===== src/rtl/jfp_cfg.svh =====
// Constants for the flash programming port host controller
`ifndef JFP_CFG_SVH
`define JFP_CFG_SVH
// Core cycles per half TCK period
`define JFP_TCK_HALF       4'h8
// Instruction register length and instruction codes (arbitrary values)
`define JFP_IR_LEN         5'h04
`define JFP_IR_RESET       4'hc
`define JFP_IR_KEY         4'h4
`define JFP_IR_CMD         4'h5
`define JFP_IR_PLOAD       4'h6
`define JFP_IR_PREAD       4'h7
// Programming mode key and its clearing value
`define JFP_PROG_KEY       16'ha370
`define JFP_PROG_CLEAR     16'h0000
// No operation command words
`define JFP_NOP_A          15'h2300
`define JFP_NOP_B          15'h3300
// Upper seven command bits of the page write word
`define JFP_PAGE_WRITE_HI  7'h35
// Chip erase start word (plain default)
`define JFP_CHIP_ERASE     15'h2380
// Completion poll bit position and poll limit
`define JFP_POLL_BIT       9
`define JFP_POLL_MAX       12'hfff
// Least TCK cycles between two page load updates
`define JFP_PL_GAP         6'h0b
`endif


===== src/rtl/jfp_pkg.sv =====
// Types for the flash programming port host controller
package jfp_pkg;
  typedef enum logic [2:0] {
    JFP_OP_ENTER,
    JFP_OP_LEAVE,
    JFP_OP_CMD,
    JFP_OP_POLL,
    JFP_OP_LOAD,
    JFP_OP_READ
  } jfp_op_t;

  typedef enum logic [2:0] {
    JFP_ST_IDLE,
    JFP_ST_PLAN,
    JFP_ST_GAP,
    JFP_ST_RUN,
    JFP_ST_DONE
  } jfp_state_t;

  typedef struct packed {
    logic        valid;
    logic        ir;
    logic [15:0] val;
    logic [4:0]  len;
  } jfp_step_t;
endpackage


===== src/rtl/jfp_host.sv =====
// Host controller driving the flash programming port over TAP pins
// Overview of operation
// - signature read: enter, load address, two read words; byte in low bits
// - calibration read: enter, load address, two read words; byte in low bits
// - no-operation is two words and cancels any entered operation
// - a word only setting the upper seven bits may be skipped if unchanged
// - poll word is repeated until the poll bit reads 1; the code stops after 4096 words and sets rsp_timeout
// - fuse write data 0 programs, 1 unprograms
// - lock write data 0 programs, 1 leaves the bit unchanged
// - page load updates are at least 11 TCK cycles apart
// - enter: reset register 1, then 16-bit key into enable register
// - leave: no-operation, zero key, then reset register 0
// - chip erase must precede flash programming
// - word writes follow enable, address, data, latch, page write, poll
`include "jfp_cfg.svh"

module jfp_host import jfp_pkg::*; (
  input  wire logic        core_clk,
  input  wire logic        rst,
  input  wire logic        cmd_valid,
  input  wire jfp_op_t     cmd_op,
  input  wire logic [14:0] cmd_word,
  input  wire logic        cmd_skip,
  output logic             cmd_ready,
  output logic             rsp_valid,
  output logic [15:0]      rsp_data,
  output logic             rsp_err,
  output logic             rsp_timeout,
  output logic             tck,
  output logic             tms,
  output logic             tdi,
  input  wire logic        tdo
);

  jfp_state_t  state_q;
  jfp_op_t     op_q;
  logic [14:0] word_q;
  logic [3:0]  step_n_q;
  logic [3:0]  cur_ir_q;
  logic        ir_known_q;
  logic [6:0]  last_hi_q;
  logic        erased_q;
  logic        boot_q;
  logic        err_q;
  logic        tmo_q;
  logic [11:0] poll_cnt_q;
  logic [3:0]  cnt_q;
  logic [4:0]  idx_q;
  logic [4:0]  tot_q;
  logic [4:0]  pre_q;
  logic [4:0]  len_q;
  logic [15:0] data_q;
  logic        is_ir_q;
  logic [23:0] tms_vec_q;
  logic [23:0] tdi_vec_q;
  logic [15:0] cap_q;
  logic [4:0]  gap_q;
  logic        tdo_s1_q;
  logic        tdo_s2_q;
  logic        tick;
  logic        rise;
  logic        fall;
  logic        last;
  logic        upd_rise;
  logic        skip_hit;
  logic        refuse;
  jfp_step_t   st;
  logic [4:0]  pre_b;
  logic [4:0]  tot_b;
  logic [23:0] tms_b;
  logic [23:0] tdi_b;

  // Micro-steps of each operation; instruction steps are skipped if loaded
  function automatic jfp_step_t step_of(input jfp_op_t    op,
                                        input logic [3:0]  n,
                                        input logic [14:0] w);
    jfp_step_t s;
    s = '{1'b1, 1'b1, 16'h0000, `JFP_IR_LEN};
    unique case (op)
      JFP_OP_ENTER: begin
        case (n)
          4'h0: s.val = {12'h000, `JFP_IR_RESET};
          4'h1: s = '{1'b1, 1'b0, 16'h0001, 5'h01};
          4'h2: s.val = {12'h000, `JFP_IR_KEY};
          4'h3: s = '{1'b1, 1'b0, `JFP_PROG_KEY, 5'h10};
          default: s.valid = 1'b0;
        endcase
      end
      JFP_OP_LEAVE: begin
        case (n)
          4'h0: s.val = {12'h000, `JFP_IR_CMD};
          4'h1: s = '{1'b1, 1'b0, {1'b0, `JFP_NOP_A}, 5'h0f};
          4'h2: s = '{1'b1, 1'b0, {1'b0, `JFP_NOP_B}, 5'h0f};
          4'h3: s.val = {12'h000, `JFP_IR_KEY};
          4'h4: s = '{1'b1, 1'b0, `JFP_PROG_CLEAR, 5'h10};
          4'h5: s.val = {12'h000, `JFP_IR_RESET};
          4'h6: s = '{1'b1, 1'b0, 16'h0000, 5'h01};
          default: s.valid = 1'b0;
        endcase
      end
      JFP_OP_CMD, JFP_OP_POLL: begin
        // Word passed as given, fuse and lock data bits untouched
        case (n)
          4'h0: s.val = {12'h000, `JFP_IR_CMD};
          4'h1: s = '{1'b1, 1'b0, {1'b0, w}, 5'h0f};
          default: s.valid = 1'b0;
        endcase
      end
      JFP_OP_LOAD, JFP_OP_READ: begin
        case (n)
          4'h0: s.val = {12'h000, (op == JFP_OP_LOAD) ? `JFP_IR_PLOAD
                                                      : `JFP_IR_PREAD};
          4'h1: s = '{1'b1, 1'b0, {8'h00, w[7:0]}, 5'h08};
          default: s.valid = 1'b0;
        endcase
      end
    endcase
    return s;
  endfunction

  // TMS walk: IR 1,1,0,0 or DR 1,0,0, bits, then exit and update, to idle
  always_comb begin
    st = step_of(op_q, step_n_q, word_q);
    pre_b = st.ir ? 5'h04 : 5'h03;
    tms_b = 24'h00_0000;
    tdi_b = 24'h00_0000;
    tms_b[0] = 1'b1;
    tms_b[1] = st.ir;
    for (int i = 0; i < 16; i++) begin
      if (i < int'(st.len)) begin
        tdi_b[i + int'(pre_b)] = st.val[i];
      end
    end
    tms_b[int'(pre_b) + int'(st.len) - 1] = 1'b1;
    tms_b[int'(pre_b) + int'(st.len)] = 1'b1;
    tot_b = 5'(pre_b + st.len + 5'h02);
  end

  assign tick     = (state_q == JFP_ST_RUN || state_q == JFP_ST_GAP) &&
                    (cnt_q == `JFP_TCK_HALF - 4'h1);
  assign rise     = tick && !tck;
  assign fall     = tick && tck;
  assign last     = idx_q == tot_q - 5'h01;
  assign upd_rise = rise && state_q == JFP_ST_RUN && op_q == JFP_OP_LOAD &&
                    !is_ir_q && idx_q == pre_q + len_q;
  assign skip_hit = cmd_op == JFP_OP_CMD && cmd_skip && ir_known_q &&
                    cur_ir_q == `JFP_IR_CMD && cmd_word[14:8] == last_hi_q;
  assign refuse   = (cmd_op == JFP_OP_LOAD && !(ir_known_q &&
                    (cur_ir_q == `JFP_IR_CMD || cur_ir_q == `JFP_IR_PLOAD))) ||
                    ((cmd_op == JFP_OP_LOAD || (cmd_op == JFP_OP_CMD &&
                    cmd_word[14:8] == `JFP_PAGE_WRITE_HI)) && !erased_q);

  // Device output crosses into this clock before use
  always_ff @(posedge core_clk or posedge rst) begin
    if (rst) begin
      tdo_s1_q <= 1'b0;
      tdo_s2_q <= 1'b0;
    end else begin
      tdo_s1_q <= tdo;
      tdo_s2_q <= tdo_s1_q;
    end
  end

  // TCK divider; clock runs in the shift and gap states and stands low in all others
  always_ff @(posedge core_clk or posedge rst) begin
    if (rst) begin
      cnt_q <= 4'h0;
      tck   <= 1'b0;
    end else if (state_q != JFP_ST_RUN && state_q != JFP_ST_GAP) begin
      cnt_q <= 4'h0;
      tck   <= 1'b0;
    end else if (tick) begin
      cnt_q <= 4'h0;
      tck   <= !tck;
    end else begin
      cnt_q <= cnt_q + 4'h1;
    end
  end

  // TDO is sampled at the rising edge while the device is shifting a data register
  always_ff @(posedge core_clk or posedge rst) begin
    if (rst) begin
      cap_q <= 16'h0000;
    end else if (state_q == JFP_ST_PLAN && st.valid) begin
      // Kept through the closing plan step so the answer still carries it
      cap_q <= 16'h0000;
    end else if (rise && state_q == JFP_ST_RUN && !is_ir_q &&
                 idx_q >= pre_q && idx_q < pre_q + len_q) begin
      cap_q[4'(idx_q - pre_q)] <= tdo_s2_q;
    end
  end

  // TCK cycles since the last page load update, saturating
  always_ff @(posedge core_clk or posedge rst) begin
    if (rst) begin
      gap_q <= 5'h1f;
    end else if (upd_rise) begin
      gap_q <= 5'h00;
    end else if (rise && gap_q != 5'h1f) begin
      gap_q <= gap_q + 5'h01;
    end
  end

  // Sequencer; after reset it walks the TAP to Run-Test/Idle
  always_ff @(posedge core_clk or posedge rst) begin
    if (rst) begin
      state_q    <= JFP_ST_RUN;
      boot_q     <= 1'b1;
      tms_vec_q  <= 24'h00_001f;
      tdi_vec_q  <= 24'h00_0000;
      tot_q      <= 5'h06;
      pre_q      <= 5'h00;
      len_q      <= 5'h00;
      data_q     <= 16'h0000;
      is_ir_q    <= 1'b0;
      idx_q      <= 5'h00;
      tms        <= 1'b1;
      tdi        <= 1'b0;
      op_q       <= JFP_OP_CMD;
      word_q     <= 15'h0000;
      step_n_q   <= 4'h0;
      cur_ir_q   <= 4'h0;
      ir_known_q <= 1'b0;
      last_hi_q  <= 7'h00;
      erased_q   <= 1'b0;
      err_q      <= 1'b0;
      tmo_q      <= 1'b0;
      poll_cnt_q <= 12'h000;
      cmd_ready  <= 1'b0;
      rsp_valid  <= 1'b0;
      rsp_data   <= 16'h0000;
      rsp_err    <= 1'b0;
      rsp_timeout <= 1'b0;
    end else begin
      rsp_valid <= 1'b0;
      unique case (state_q)
        JFP_ST_IDLE: begin
          if (cmd_valid && cmd_ready) begin
            cmd_ready  <= 1'b0;
            op_q       <= cmd_op;
            word_q     <= cmd_word;
            step_n_q   <= 4'h0;
            poll_cnt_q <= 12'h000;
            err_q      <= 1'b0;
            tmo_q      <= 1'b0;
            if (skip_hit) begin
              state_q <= JFP_ST_DONE;
            end else if (refuse) begin
              err_q   <= 1'b1;
              state_q <= JFP_ST_DONE;
            end else begin
              if (cmd_op == JFP_OP_ENTER) begin
                erased_q <= 1'b0;
              end
              state_q <= JFP_ST_PLAN;
            end
          end
        end
        JFP_ST_PLAN: begin
          if (!st.valid) begin
            state_q <= JFP_ST_DONE;
          end else if (st.ir && ir_known_q && cur_ir_q == st.val[3:0]) begin
            step_n_q <= step_n_q + 4'h1;
          end else begin
            tms_vec_q <= tms_b;
            tdi_vec_q <= tdi_b;
            tot_q     <= tot_b;
            pre_q     <= pre_b;
            len_q     <= st.len;
            data_q    <= st.val;
            is_ir_q   <= st.ir;
            idx_q     <= 5'h00;
            // Short shifts would crowd two updates; idle first
            if (op_q == JFP_OP_LOAD && !st.ir &&
                {1'b0, gap_q} + {1'b0, tot_b} - 6'h01 < `JFP_PL_GAP) begin
              tms     <= 1'b0;
              state_q <= JFP_ST_GAP;
            end else begin
              tms     <= tms_b[0];
              tdi     <= tdi_b[0];
              state_q <= JFP_ST_RUN;
            end
          end
        end
        JFP_ST_GAP: begin
          if (fall &&
              {1'b0, gap_q} + {1'b0, tot_q} - 6'h01 >= `JFP_PL_GAP) begin
            tms     <= tms_vec_q[0];
            tdi     <= tdi_vec_q[0];
            state_q <= JFP_ST_RUN;
          end
        end
        JFP_ST_RUN: begin
          if (fall && !last) begin
            idx_q <= idx_q + 5'h01;
            tms   <= tms_vec_q[idx_q + 5'h01];
            tdi   <= tdi_vec_q[idx_q + 5'h01];
          end else if (fall) begin
            tms <= 1'b0;
            tdi <= 1'b0;
            if (boot_q) begin
              boot_q    <= 1'b0;
              cmd_ready <= 1'b1;
              state_q   <= JFP_ST_IDLE;
            end else if (is_ir_q) begin
              cur_ir_q   <= data_q[3:0];
              ir_known_q <= 1'b1;
              step_n_q   <= step_n_q + 4'h1;
              state_q    <= JFP_ST_PLAN;
            end else if (op_q == JFP_OP_POLL && !cap_q[`JFP_POLL_BIT] &&
                         poll_cnt_q != `JFP_POLL_MAX) begin
              poll_cnt_q <= poll_cnt_q + 12'h001;
              state_q    <= JFP_ST_PLAN;
            end else begin
              tmo_q    <= op_q == JFP_OP_POLL && !cap_q[`JFP_POLL_BIT];
              step_n_q <= step_n_q + 4'h1;
              state_q  <= JFP_ST_PLAN;
              if (len_q == 5'h0f) begin
                last_hi_q <= data_q[14:8];
                if (data_q[14:0] == `JFP_CHIP_ERASE) begin
                  erased_q <= 1'b1;
                end
              end
            end
          end
        end
        JFP_ST_DONE: begin
          rsp_valid   <= 1'b1;
          rsp_data    <= cap_q;
          rsp_err     <= err_q;
          rsp_timeout <= tmo_q;
          cmd_ready   <= 1'b1;
          state_q     <= JFP_ST_IDLE;
        end
      endcase
    end
  end
endmodule


===== config.mk =====
export PLATFORM = sky130hd
export DESIGN_NAME = jfp_host
export DESIGN_NICKNAME = d
export VERILOG_FILES = /design/src/rtl/jfp_pkg.sv /design/src/rtl/jfp_host.sv
export VERILOG_INCLUDE_DIRS = /design/src /design/src/rtl
export SDC_FILE = /design/constraint.sdc
export NUM_CORES = 1
export LEC_CHECK = 0
export BUFFER_PORTS_ARGS = -buffer_cell sky130_fd_sc_hd__buf_2
export CORE_UTILIZATION = 50
export CTS_BUF_LIST = sky130_fd_sc_hd__clkbuf_8
export DETAILED_ROUTE_END_ITERATION = 10
export MAX_ROUTING_LAYER = met4
export PLACE_DENSITY = 0.73
export SLEW_MARGIN = 25
export SYNTH_ARGS = -nofsm -noshare
export SYNTH_HDL_FRONTEND = slang
export SYNTH_SLANG_ARGS = --single-unit

===== constraint.sdc =====
create_clock -name core_clk -period 7.4 [get_ports core_clk]
set_clock_uncertainty 0.1 [all_clocks]
set_input_delay 2.22 -clock core_clk [delete_from_list [all_inputs] [get_ports core_clk]]
set_output_delay 2.22 -clock core_clk [all_outputs]
set_load 0.01 [all_outputs]

* Word level (Yosys, flattened, before mapping)
Cells that the tools add are included. Widths: inputs -> output; s select.
Operators by class: $add $sub $neg 31, order comparisons 59, equality and inequality tests 53, mux-type cells 169, bitwise logic cells 8, reduce and logical (&&, ||, !) cells 94
Operators with widths (number):
- $mux 24 | 16
- $bwmux 24 | 15
- $pmux 23 s4 | 1
- $demux 1 s5 | 18
- $mux 12 | 6
- $pmux 14 s5 | 1
- $mux 1 | 66
- $pmux 16 s4 | 1
- $lt 5x6->1 const B | 9
- $logic_and 1x1->1 | 49
- $mux 4 | 12
- $lt 4x6->1 const B | 7
- $add 4x3->5 const A | 8
- $ge 5x1->1 const B | 8
- $lt 4x5->1 const A | 8
- $ge 32x1->1 const B | 1
- $ge 4x1->1 const B | 8
- $lt 32x7->1 const B | 1
- $mux 16 | 2
- $sub 32x2->32 const B | 1
- $pmux 15 s2 | 1
- $mux 3 | 9
- $ne 2x2->1 const B | 13
- $mux 5 | 5
- other kinds (74) | 148
Word-level totals: flip-flop bits (word level) 185, input bits 23, output and inout bits 23, logic and storage cells 447

* Longest topological paths before layout
Gate-level depths: netlist (run 1).
word-level depth 45, gate-level depth with buffers 23

* Worst setup path before layout (run 1)
Ideal clock, no wire load.
path kind register -> register, from reg op_q[1], to reg state_q[0], setup time 0.083 ns, arrival time 5.293 ns, required time 7.217 ns, setup slack 1.923 ns, stages on the path, launching flop included 22, buffers on the path 1, period minus slack after synthesis 5.477 ns, path through dfstp_2 -> inv_1 -> ha_1 -> buf_2 -> a21oi_1 -> o22ai_1 -> mux2i_1 -> clkinv_1 -> ha_1 -> ha_1 -> fa_1 -> inv_1 -> ha_1 -> inv_1 -> fa_1 -> a21o_1 -> a21oi_1 -> xnor2_1 -> nor4_1 -> o221a_2 -> nor4_1 -> a221o_1
Between the ends: word-level cells in the longest chain between the ends 14, elaborated cells between the ends (all ways) 29
RTL lines:
- start, declared | RTL line jfp_host.sv:36 | jfp_op_t op_q;
- start signal, assigned | RTL line jfp_host.sv:240 | op_q <= cmd_op;
- $eq 3x3->1 or $eq 3x2->1 (tied branches) | RTL line jfp_host.sv:79 | unique case (op)
- $reduce_or 2->1 | RTL line jfp_host.sv:79
- $pmux 23 s4 * | RTL line jfp_host.sv:79
- $mux 3 * | RTL line jfp_host.sv:124 | pre_b = st.ir ? 5'h04 : 5'h03;
- net pre_b[2] | RTL line jfp_host.sv:68 | logic [4:0] pre_b;
- $add 3x5->5 * | RTL line jfp_host.sv:136 | tot_b = 5'(pre_b + st.len + 5'h02);
- $add 5x2->5 * | RTL line jfp_host.sv:136
- net tot_b[2] | RTL line jfp_host.sv:69 | logic [4:0] tot_b;
- $add 5x5->6 * | RTL line jfp_host.sv:275 | {1'b0, gap_q} + {1'b0, tot_b} - 6'h01 < `JFP_PL_GAP) begin
- $sub 6x1->6 * | RTL line jfp_host.sv:275
- $lt 6x4->1 (no source line) *
- $logic_and 1x1->1 (no source line) *
- $mux 1 * | RTL line jfp_host.sv:274 | if (op_q == JFP_OP_LOAD && !st.ir &&
- $mux 3 * | RTL line jfp_host.sv:262 | end else if (st.ir && ir_known_q && cur_ir_q == st.val[3:0]) begin
- $mux 3 * | RTL line jfp_host.sv:260 | if (!st.valid) begin
- $pmux 3 s5 * | RTL line jfp_host.sv:236 | unique case (state_q)
- end signal, assigned | RTL line jfp_host.sv:261 | state_q <= JFP_ST_DONE;
- end signal, assigned | RTL line jfp_host.sv:277 | state_q <= JFP_ST_GAP;
- end signal, assigned | RTL line jfp_host.sv:281 | state_q <= JFP_ST_RUN;
- end, declared | RTL line jfp_host.sv:35 | jfp_state_t state_q;
The timed path passes the listed nets; every way through them passes the cells marked *. The select of a mux whose other input is x is not followed. A chain may end at the register's enable or synchronous reset.

* Final worst setup path (run 1)
from reg op_q[2], to reg state_q[0]
Between the ends: word-level cells in the longest chain between the ends 14, elaborated cells between the ends (all ways) 29
RTL lines (RTL line):
- $eq 3x3->1 or $eq 3x2->1 (tied branches) | jfp_host.sv:79
- $reduce_or 2->1 | jfp_host.sv:79
- $pmux 23 s4 * | jfp_host.sv:79
- $mux 3 | jfp_host.sv:124
- $add 3x5->5 * | jfp_host.sv:136
- $add 5x2->5 * | jfp_host.sv:136
- net tot_b[2] | jfp_host.sv:69
- $add 5x5->6 * | jfp_host.sv:275
- $sub 6x1->6 * | jfp_host.sv:275
- $lt 6x4->1 (no source line) *
- $logic_and 1x1->1 (no source line) *
- $mux 1 * | jfp_host.sv:274
- $mux 3 * | jfp_host.sv:262
- $mux 3 * | jfp_host.sv:260
- $pmux 3 s5 * | jfp_host.sv:236
Marked as above.

==> reports/metrics.cfg, run 1 <==
[critical_path]
critPathMaxFanout=13
max_stage_delay_ns=0.73
critPathBufInv=3
crit_chain=nor3b_2, nor2_1, nor2_1, nor2_1, ha_1, inv_1, ha_1, fa_1, inv_1, ha_1, inv_1, fa_1, a21o_1, a21oi_1, xnor2_1, nor4_1, o221a_2, nor4_1, a221o_1
crit_type=register to register
crit-reg2reg-launch=op_q[2]
critPathTopFamily=simple AND/OR/NAND/NOR gates
worst_ep_required_time_ns=7.69
crit_start=op_q[2]
cp_data_arrival_time_ns=6.38
slowest_stage=nor3b_2
cp-start-kind=register
endpoint_kind=register

[cells_and_area]
drive_above_1_share_pct=15.8
multi_input_area_um2=5420
area_growth_syn_to_layout_pct=8.36
fillerInstances=1746
fin_nets=1141
seqCellArea_um2=4400
antenna_cells=0
final_util_pct=56.0

[floorplan]
core-area_um2=19800
die_w_um=145
rows=51
die_area_um2=21000
io_pins=46
initial_utilization_pct=51.7
chipHeight_um=145

[grt]
overflow=0
grt_max_degree=102
grt_pass1_wl_um=41100
grtUsageTotal_pct=25.2
grt_pass1_vias=7728
antenna_found_initial=0

[synthesis]
synth_fp_nets=1114
yosys_warnings=0
ys_seq_area_share_pct=43.0
synth.area.top_cells=dfrtp_1 (39%), ha_1 (6.0%), dfstp_2 (4.1%)
synth_area_um2=10200
syn_inst=1036
yosysUniqueCellTypes=80
synth_top_area_share_pct=38.9
synth_top_cell_by_area=dfrtp_1
ys_ff_latch=175
synth_ff_type=dfrtp_1
synth-edff-count=0
synthArstFlopShare_pct=100
syn_avg_cell_area_um2=9.87

[sta]
setup_tns_ns=0
maxSlewHeadroom_pct=36.7
fin_crit_ns=6.09
hold_viol_final=0
rsz0062_at_grt=no
worst_slack_ns=1.31
min_period_over_period_pct=82.3
finalMaxSlewViolations=0
setup_viol=0
tightest_slew_ns=0.950
fmax_mhz=164

[run]
drv_cap=0

[placed_design]
port_buffers=45
gp_congestion=0.906
dp_worst_setup_slack_ns=1.48
dp_hpwl_um=17800

[clock_network]
clk_pin_slew_worst_paths_ns=0.10
cts_tree=done
postCtsSetupBuffers=0
cts-buffers-inserted=17
clock_latency_ns=0.47
cts_sinks=175
cts-hold-fix-buffers=0
cts_resized=0
cts_buffer_depth=2
cts_root_buf=clkbuf_8
h-tree-depth=4

[drt]
dr_total_vias=8058
wl_per_cell_um=18.7
via_per_inst=6.01
drc=0
wl_um=25000
drtAntennaViolNets=0
drt-pass1-iter-count=7
drt_iter0_drc=753

[power]
power_density_nw_per_um2=499
peakVddDrop_mv=0.470
leakagePower_nw=5.05

[worst_hold_path]
min_from=tdo_s1_q
hold_path_class=register to register

[outcome]
run_status=finished clean

==> logic make-up after synthesis <==
| kind of cell | Yosys count | synth area share [%] |
|---|---|---|
| flip-flops | 175 | 43.0 |
| XOR/XNOR | 51 | 4.37 |
| buffers and inverters | 106 | 4.25 |
| AND/OR/NAND/NOR | 335 | 16.6 |
| multiplexers | 90 | 10.6 |
| AO/OA/AOI/OAI | 223 | 14.0 |
| adder cells (fa/ha/maj) | 55 | 7.17 |
| other | 1 | 0.0367 |
==> power breakdown <==
part           switching (W)  internal (W)  leakage, nW
logic                0.00220       0.00129         2.54
clock network       0.000381      0.000302        0.200
registers           0.000184       0.00117         2.31
==> routing by layer <==
layer  vias to the layer above  wire length [µm]  global-route usage (%)
met5                         -                 0                       -
met4                         0               355                    6.06
met3                        28              1390                    3.55
met2                       299             11700                    38.3
met1                      3964             11600                    35.5
li1                       3767                 -                       -
==> metrics by stage <==
step / instance area [µm²] / std cells / power (W) / hold slack, ns
final: 11100 / 1341 / 0.00553 / 0.258
after global routing: 11100 / 1341 / 0.00598 / 0.277
after CTS: 11100 / 1341 / 0.00549 / 0.262
after detailed placement: 10700 / 1309 / 0.00479 / 0.239
after global placement: 10700 / 1309 / 0.00471 / 0.234
after floorplan: 10200 / 1036 / 0.00393 / 0.231
==> cell usage in the layout (no fill, tap or decap), types with 5 or more instances in the layout <==
cell type,netlist,final
mux2i_1,27,27
nor4_1,14,13
nand2b_1,13,13
nand3_1,35,35
nor3_1,32,31
o31ai_1,21,21
nand4_1,8,8
nor2b_1,7,7
a21boi_0,5,5
nor2_1,70,69
mux2_1,21,21
o21ai_1,13,13
nor4b_1,7,7
a31oi_1,6,6
buf_2,11,45
ha_1,49,49
dfrtp_1,159,159
fa_1,6,6
buf_4,2,10
nand2_1,96,96
xnor2_1,25,25
o21a_1,8,8
nor2_2,4,5
o211ai_1,6,6
mux2_2,33,33
o21ai_0,61,61
o41ai_1,7,7
dfstp_2,16,16
clkbuf_8,0,20
and2_1,7,7
mux4_2,9,9
a21oi_1,39,39
o22ai_1,6,6
inv_1,58,57
a211oi_1,7,7
a21o_1,12,12
xor2_1,26,26
==> worst paths after layout <==
path	to	slack, ns	depth (start not counted)
max	state_q[0]	1.31	19
min	tdo_s2_q	0.26	0
max reg2reg	state_q[0]	1.31	19
min reg2reg	tdo_s2_q	0.26	0
max in group asynchronous	idx_q[0]	4.42	3
min in group asynchronous	tot_q[3]	1.75	2
==> synth_stat cells, types with 13 or more instances <==
master / n
mux2i_1: 27
ha_1: 49
nor4_1: 14
nor3_1: 32
dfrtp_1: 159
nand2_1: 96
xnor2_1: 25
dfstp_2: 16
nand2b_1: 13
mux2_1: 21
mux2_2: 33
a21oi_1: 39
inv_1: 58
o21ai_1: 13
o21ai_0: 61
nor2_1: 70
xor2_1: 26
nand3_1: 35
o31ai_1: 21
clkbuf_1: 31
==> area by class of cell <==
class                           instances  share of cell area, %
Multi-Input combinational cell        755                   48.9
Clock inverter                         12                   1.13
Sequential cell                       175                   39.7
Clock buffer                           20                   2.48
Timing Repair Buffer                   55                   2.71
Inverter                               59                   2.07
Tap cell                              265                   2.99
==> sequential cells by signal (all words and copies together), names as in the netlist, 4 cells and up <==
name	count
cap_q	16
cnt_q	4
cur_ir_q	4
data_q	15
gap_q	5
idx_q	5
last_hi_q	7
len_q	5
poll_cnt_q	12
rsp_data	16
step_n_q	4
tdi_vec_q	17
tms_vec_q	23
tot_q	5
word_q	15
(Power assumes the default switching activity.)
==> run 2: changes to the inputs <==
PLACE_DENSITY = 0.76   (was 0.73)
clock period = 5.15 ns   (was 7.4 ns; I/O delays follow)
==> reports/metrics.cfg, run 2 (synthesized netlist as in run 1, its figures left out) <==
[cells_and_area]
seqCellArea_um2=4400  ; about the same
largest_register_ffs=23  ; unchanged
fillerInstances=1706  ; was 1746
multi_input_area_um2=5490  ; was 5420 µm²
fin_nets=1165  ; was 1141
area_growth_syn_to_layout_pct=11.1  ; was 8.36%
antenna_cells=0  ; unchanged
layout_common_cells=dfrtp_1 (158), nand2_1 (96), nor2_1 (68), o21ai_0 (61), inv_1 (58)  ; was dfrtp_1 (159), nand2_1 (96), nor2_1 (69), o21ai_0 (61), inv_1 (57)
top_register=tms_vec_q  ; unchanged
mostFrequentLayoutCell=dfrtp_1  ; unchanged
drive_above_1_share_pct=18.8  ; was 15.8%
top_regs=tms_vec_q: 23 flops, tdi_vec_q: 17 flops  ; unchanged

[clock_network]
clock_latency_ns=0.47  ; about the same
clk_pin_slew_worst_paths_ns=0.10  ; about the same
cts_buffer_depth=2  ; unchanged
cts_sinks=175  ; unchanged
cts_root_buf=clkbuf_8  ; unchanged
h-tree-depth=4  ; unchanged
cts-hold-fix-buffers=0  ; unchanged
cts-buffers-inserted=17  ; unchanged
cts_tree=done  ; unchanged

[placed_design]
dp_worst_setup_slack_ns=0.0331  ; was 1.48 ns
port_buffers=45  ; unchanged
dp_hpwl_um=18200  ; was 17800 µm
gp_congestion=0.903  ; was 0.906

[critical_path]
setup.worst_path.end=tms  ; was state_q[0]
crit_start=op_q[1]  ; was op_q[2]
reg2reg_depth=20  ; was 19
r2r-end=tms  ; was state_q[0]
r2r_slack_ns=0.31  ; was 1.31 ns
worst_ep_required_time_ns=5.45  ; was 7.69 ns
crit_type=register to register  ; unchanged
critPathMaxFanout=7  ; was 13
cp_data_arrival_time_ns=5.14  ; was 6.38 ns
endpoint_kind=register  ; unchanged
cp-start-kind=register  ; unchanged
crit-reg2reg-launch=op_q[1]  ; was op_q[2]

[drt]
drt-pass1-iter-count=5  ; was 7
drt_iter0_drc=644  ; was 753
wl_per_cell_um=18.5  ; was 18.7 µm
wl_um=25300  ; was 25000 µm
drtAntennaViolNets=0  ; unchanged
via_per_inst=5.94  ; was 6.01
dr_total_vias=8108  ; was 8058
drc=0  ; unchanged

[sta]
worst_slack_ns=0.313  ; was 1.31 ns
fin_hold_ws_ns=0.257  ; was 0.258 ns
hold_viol_final=0  ; unchanged
fmax_mhz=207  ; was 164 MHz
min_period_over_period_pct=93.9  ; was 82.3%
fin_crit_ns=4.84  ; was 6.09 ns
setup_viol=0  ; unchanged
tightest_slew_ns=0.977  ; was 0.950 ns
rsz0062_at_grt=no  ; unchanged
finalMaxSlewViolations=0  ; unchanged
setup_tns_ns=0  ; unchanged
maxSlewHeadroom_pct=34.9  ; was 36.7%

[grt]
grtUsageTotal_pct=25.9  ; was 25.2%
grt_pass1_vias=8010  ; was 7728
grt_max_degree=176  ; was 102
overflow=0  ; unchanged
grt_pass1_wl_um=41900  ; was 41100 µm
antenna_found_initial=0  ; unchanged

[power]
leakagePower_nw=5.20  ; was 5.05 nW
power_density_nw_per_um2=742  ; was 499 nW/µm²
peakVddDrop_mv=0.629  ; was 0.470 mV
power_w=0.00842  ; was 0.00553 W

[run]
drv_cap=0  ; unchanged

[floorplan]
initial_utilization_pct=51.7  ; unchanged
die_w_um=145  ; unchanged
io_pins=46  ; unchanged
die_area_um2=21000  ; unchanged
rows=51  ; unchanged
core-area_um2=19800  ; unchanged
chipHeight_um=145  ; unchanged

[worst_hold_path]
hold_path_class=register to register  ; unchanged

[outcome]
run_status=finished clean  ; unchanged

run 2: cell type report:
| class | instances | share of cell area [%] |
|---|---|---|
| clock buffer | 19 | 2.30 |
| inverter | 59 | 1.98 |
| timing repair buffer | 79 | 4.45 |
| multi-input combinational | 755 | 48.4 |
| tap | 265 | 2.92 |
| clock inverter | 13 | 1.22 |
| sequential | 175 | 38.8 |
run 2: power by group:
part | total, W | internal (W) | switching (W)
logic | 0.00549 | 0.00218 | 0.00331
clock network | 0.000977 | 0.000458 | 0.000519
registers | 0.00196 | 0.00169 | 0.000268
run 2: worst max-delay path: stages (launching register included):
cell and delay (ns):
dfstp_2 0.60, inv_1 0.10, ha_4 0.16, or2_4 0.26
o31ai_4 0.23, mux2i_4 0.15, ha_1 0.31, inv_1 0.05
ha_1 0.22, fa_1 0.51, inv_1 0.05, ha_1 0.26
inv_1 0.06, fa_1 0.46, xnor2_1 0.19, o21ai_0 0.12
nor4_2 0.32, buf_4 0.17, a21o_1 0.10, o21ai_0 0.07
mux2_2 0.27
run 2: per-layer routing:
layer  part of all wire, %  vias to the layer above  routed length [µm]  global-route usage (%)
li1                      -                     3802                   -                       -
met1                    45                     4015               11500                    34.4
met2                    48                      245               12000                    40.2
met3                   5.0                       46                1250                    4.25
met4                   2.1                        0                 519                    8.78
met5                     0                        -                   0                       -
run 2: worst min path at each step:
stage | cells past startpoint | startpoint | end
after floorplan | 0 | tdo_s1_q | tdo_s2_q
final | 0 | tdo_s1_q | tdo_s2_q
after global placement | 0 | tdo_s1_q | tdo_s2_q
after CTS | 0 | tdo_s1_q | tdo_s2_q
after global routing | 0 | tdo_s1_q | tdo_s2_q
after detailed placement | 0 | tdo_s1_q | tdo_s2_q
run 2: through the flow:
stage	area (µm²)	std cells	util, %
5_1_grt	11400	1365	57.4
2_1_floorplan	10300	1036	-
4_1_cts	11300	1362	57.0
6_report	11400	1365	57.4
3_3_place_gp	10900	1330	54.9
3_5_place_dp	10900	1330	54.9
run 2: timing repair:
item,4_1_cts,5_1_grt
pin swaps,0,3
buffers inserted,0,3
endpoints found under the setup margin,1,25
resized for setup,1,14
==> run 3: changes to the inputs <==
ABC_AREA = 1   (was default)
CORE_UTILIZATION = 58   (was 50)
PLACE_DENSITY = 0.85   (was 0.76)
==> reports/metrics.cfg, run 3 <==
[cells_and_area]
fillerInstances=1610  ; was 1706
layout_common_cells=nand2_1 (461), inv_1 (168), dfrtp_1 (159), nor2_1 (113), nand3_1 (112)  ; was dfrtp_1 (158), nand2_1 (96), nor2_1 (68), o21ai_0 (61), inv_1 (58)
fin_nets=1566  ; was 1165
mostFrequentLayoutCell=nand2_1  ; was dfrtp_1
top_regs=tms_vec_q: 23 flops, tdi_vec_q: 17 flops  ; unchanged
drive_above_1_share_pct=9.86  ; was 18.8%
antenna_cells=0  ; unchanged
top_register=tms_vec_q  ; unchanged
area_growth_syn_to_layout_pct=7.29  ; was 11.1%
largest_register_ffs=23  ; unchanged

[floorplan]
rows=49  ; was 51
die_w_um=138  ; was 145 µm
initial_utilization_pct=59.3  ; was 51.7%
die_area_um2=19000  ; was 21000 µm²
chipHeight_um=138  ; was 145 µm
io_pins=46  ; unchanged
core-area_um2=18000  ; was 19800 µm²

[critical_path]
r2r-end=tms  ; unchanged
crit_type=register to register  ; unchanged
cp_data_arrival_time_ns=5.12  ; was 5.14 ns
r2r_slack_ns=0.35  ; was 0.31 ns
cp-start-kind=register  ; unchanged
worst_ep_required_time_ns=5.47  ; was 5.45 ns
endpoint_kind=register  ; unchanged
crit-reg2reg-launch=op_q[1]  ; unchanged
reg2reg_depth=26  ; was 20
critPathMaxFanout=9  ; was 7

[sta]
fin_crit_ns=4.80  ; was 4.84 ns
worst_slack_ns=0.350  ; was 0.313 ns
min_period_over_period_pct=93.2  ; was 93.9%
maxSlewHeadroom_pct=42.6  ; was 34.9%
tightest_slew_ns=0.858  ; was 0.977 ns
rsz0062_at_grt=no  ; unchanged
fmax_mhz=208  ; was 207 MHz
setup_viol=0  ; unchanged
hold_viol_final=0  ; unchanged
setup_tns_ns=0  ; unchanged
finalMaxSlewViolations=0  ; unchanged

[drt]
wl_per_cell_um=14.5  ; was 18.5 µm
via_per_inst=5.49  ; was 5.94
drc=0  ; unchanged
dr_total_vias=9501  ; was 8108
drt_iter0_drc=846  ; was 644
wl_um=25100  ; was 25300 µm
drt-pass1-iter-count=6  ; was 5
drtAntennaViolNets=0  ; unchanged

[worst_hold_path]
min_path_cells=0  ; unchanged
hold_path_class=register to register  ; unchanged
min_from=tdo_s1_q  ; unchanged
worstHoldEndpoint=tdo_s2_q  ; unchanged

[synthesis]
synth_most_common_cell=nand2_1  ; was dfrtp_1
ys_seq_area_share_pct=41.2  ; was 43.0%
synth_ff_type=dfrtp_1  ; unchanged
synth_area_um2=10700  ; was 10200 µm²
yosysUniqueCellTypes=47  ; was 80
synth_top_cell_by_area=dfrtp_1  ; unchanged
syn_avg_cell_area_um2=7.33  ; was 9.87 µm²
ys_ff_latch=175  ; unchanged
syn_inst=1457  ; was 1036
yosys_warnings=0  ; unchanged
synth-edff-count=0  ; unchanged
synth.area.top_cells=dfrtp_1 (37%), nand2_1 (16%), inv_1 (5.9%)  ; was dfrtp_1 (39%), ha_1 (6.0%), dfstp_2 (4.1%)
synth_top_area_share_pct=37.2  ; was 38.9%
synthTopCellsByCount=nand2_1 (461), inv_1 (169), dfrtp_1 (159)  ; was dfrtp_1 (159), nand2_1 (96), nor2_1 (70)
synth_fp_nets=1535  ; was 1114
synthArstFlopShare_pct=100  ; unchanged

[clock_network]
cts_buffer_depth=2  ; unchanged
clock_latency_ns=0.48  ; was 0.47 ns
cts_resized=0  ; was 1
cts_sinks=175  ; unchanged
cts-hold-fix-buffers=0  ; unchanged
clk_pin_slew_worst_paths_ns=0.10  ; about the same
postCtsSetupBuffers=0  ; unchanged
cts_root_buf=clkbuf_8  ; unchanged
cts-buffers-inserted=17  ; unchanged
cts_tree=done  ; unchanged
h-tree-depth=4  ; unchanged

[placed_design]
dp_hpwl_um=18700  ; was 18200 µm
port_buffers=45  ; unchanged
gp_congestion=0.977  ; was 0.903
dp_worst_setup_slack_ns=0.453  ; was 0.0331 ns

[outcome]
run_status=finished clean  ; unchanged

[grt]
antenna_found_initial=0  ; unchanged
grt_pass1_wl_um=41800  ; was 41900 µm
grtUsageTotal_pct=29.0  ; was 25.9%
grt_max_degree=102  ; was 176
grt_pass1_vias=8873  ; was 8010
overflow=0  ; unchanged

[run]
drv_cap=0  ; unchanged

[run 3: worst max path at each step]
stage,start,end,slack [ns],depth (start not counted)
after floorplan,op_q[1],state_q[0],0.75,25
after global placement,op_q[1],state_q[0],0.61,25
after detailed placement,op_q[1],tms,0.45,26
after CTS,op_q[1],tms,0.39,24
after global routing,op_q[1],tms,0.05,26
final,op_q[1],tms,0.35,26
[run 3: worst max-delay path, stage by stage (launching register included)]
cell	delay [ns]
dfstp_2	0.58
inv_2	0.07
ha_1	0.22
nor2_1	0.18
inv_1	0.12
nand2_1	0.10
nand2_1	0.05
inv_1	0.05
nand2_1	0.05
nand2_2	0.12
buf_4	0.18
ha_1	0.20
inv_1	0.06
fa_1	0.60
inv_1	0.15
ha_1	0.30
inv_1	0.04
ha_1	0.22
fa_1	0.41
xnor2_1	0.17
o21ai_0	0.09
nor2_1	0.16
nand3_1	0.12
a21oi_1	0.14
o21ai_0	0.11
nand3_1	0.08
nand2_1	0.05
[run 3: routing by layer]
| metal | track usage (%) | routed length, µm | vias to the layer above |
|---|---|---|---|
| met5 | - | 0 | - |
| met4 | 10.5 | 528 | 0 |
| met3 | 5.63 | 1600 | 52 |
| met2 | 45.3 | 11700 | 301 |
| met1 | 37.4 | 11200 | 4435 |
| li1 | - | - | 4713 |
[run 3: cell type report]
cell class                      instances  area [µm²]  area share (%)
Inverter                              182         688            6.01
Clock inverter                         15         179            1.56
Timing Repair Buffer                   56         333            2.90
Clock buffer                           17         234            2.04
Multi-Input combinational cell       1056        5340            46.6
Tap cell                              229         287            2.50
Sequential cell                       175        4400            38.4
[run 3: logic make-up after synthesis]
| group | share of synthesized area (%) |
|---|---|
| buffers and inverters | 8.84 |
| flip-flops | 41.2 |
| adder cells (fa/ha/maj) | 6.86 |
| XOR/XNOR | 2.71 |
| AO/OA/AOI/OAI | 10.1 |
| other | 0.0351 |
| AND/OR/NAND/NOR | 30.2 |
[run 3: stage by stage]
step,util [%],hold slack [ns],cells,area (µm²)
6_report,63.6,0.296,1730,11500
5_1_grt,63.6,0.307,1730,11500
4_1_cts,63.6,0.297,1730,11500
3_5_place_dp,61.3,0.255,1698,11000
3_3_place_gp,61.3,0.262,1698,11000
2_1_floorplan,-,0.231,1457,10700
Power of run 3 is left out: the tool's default activity adds up to more than one toggle a clock period on the data nets, which glitch-free logic cannot reach.
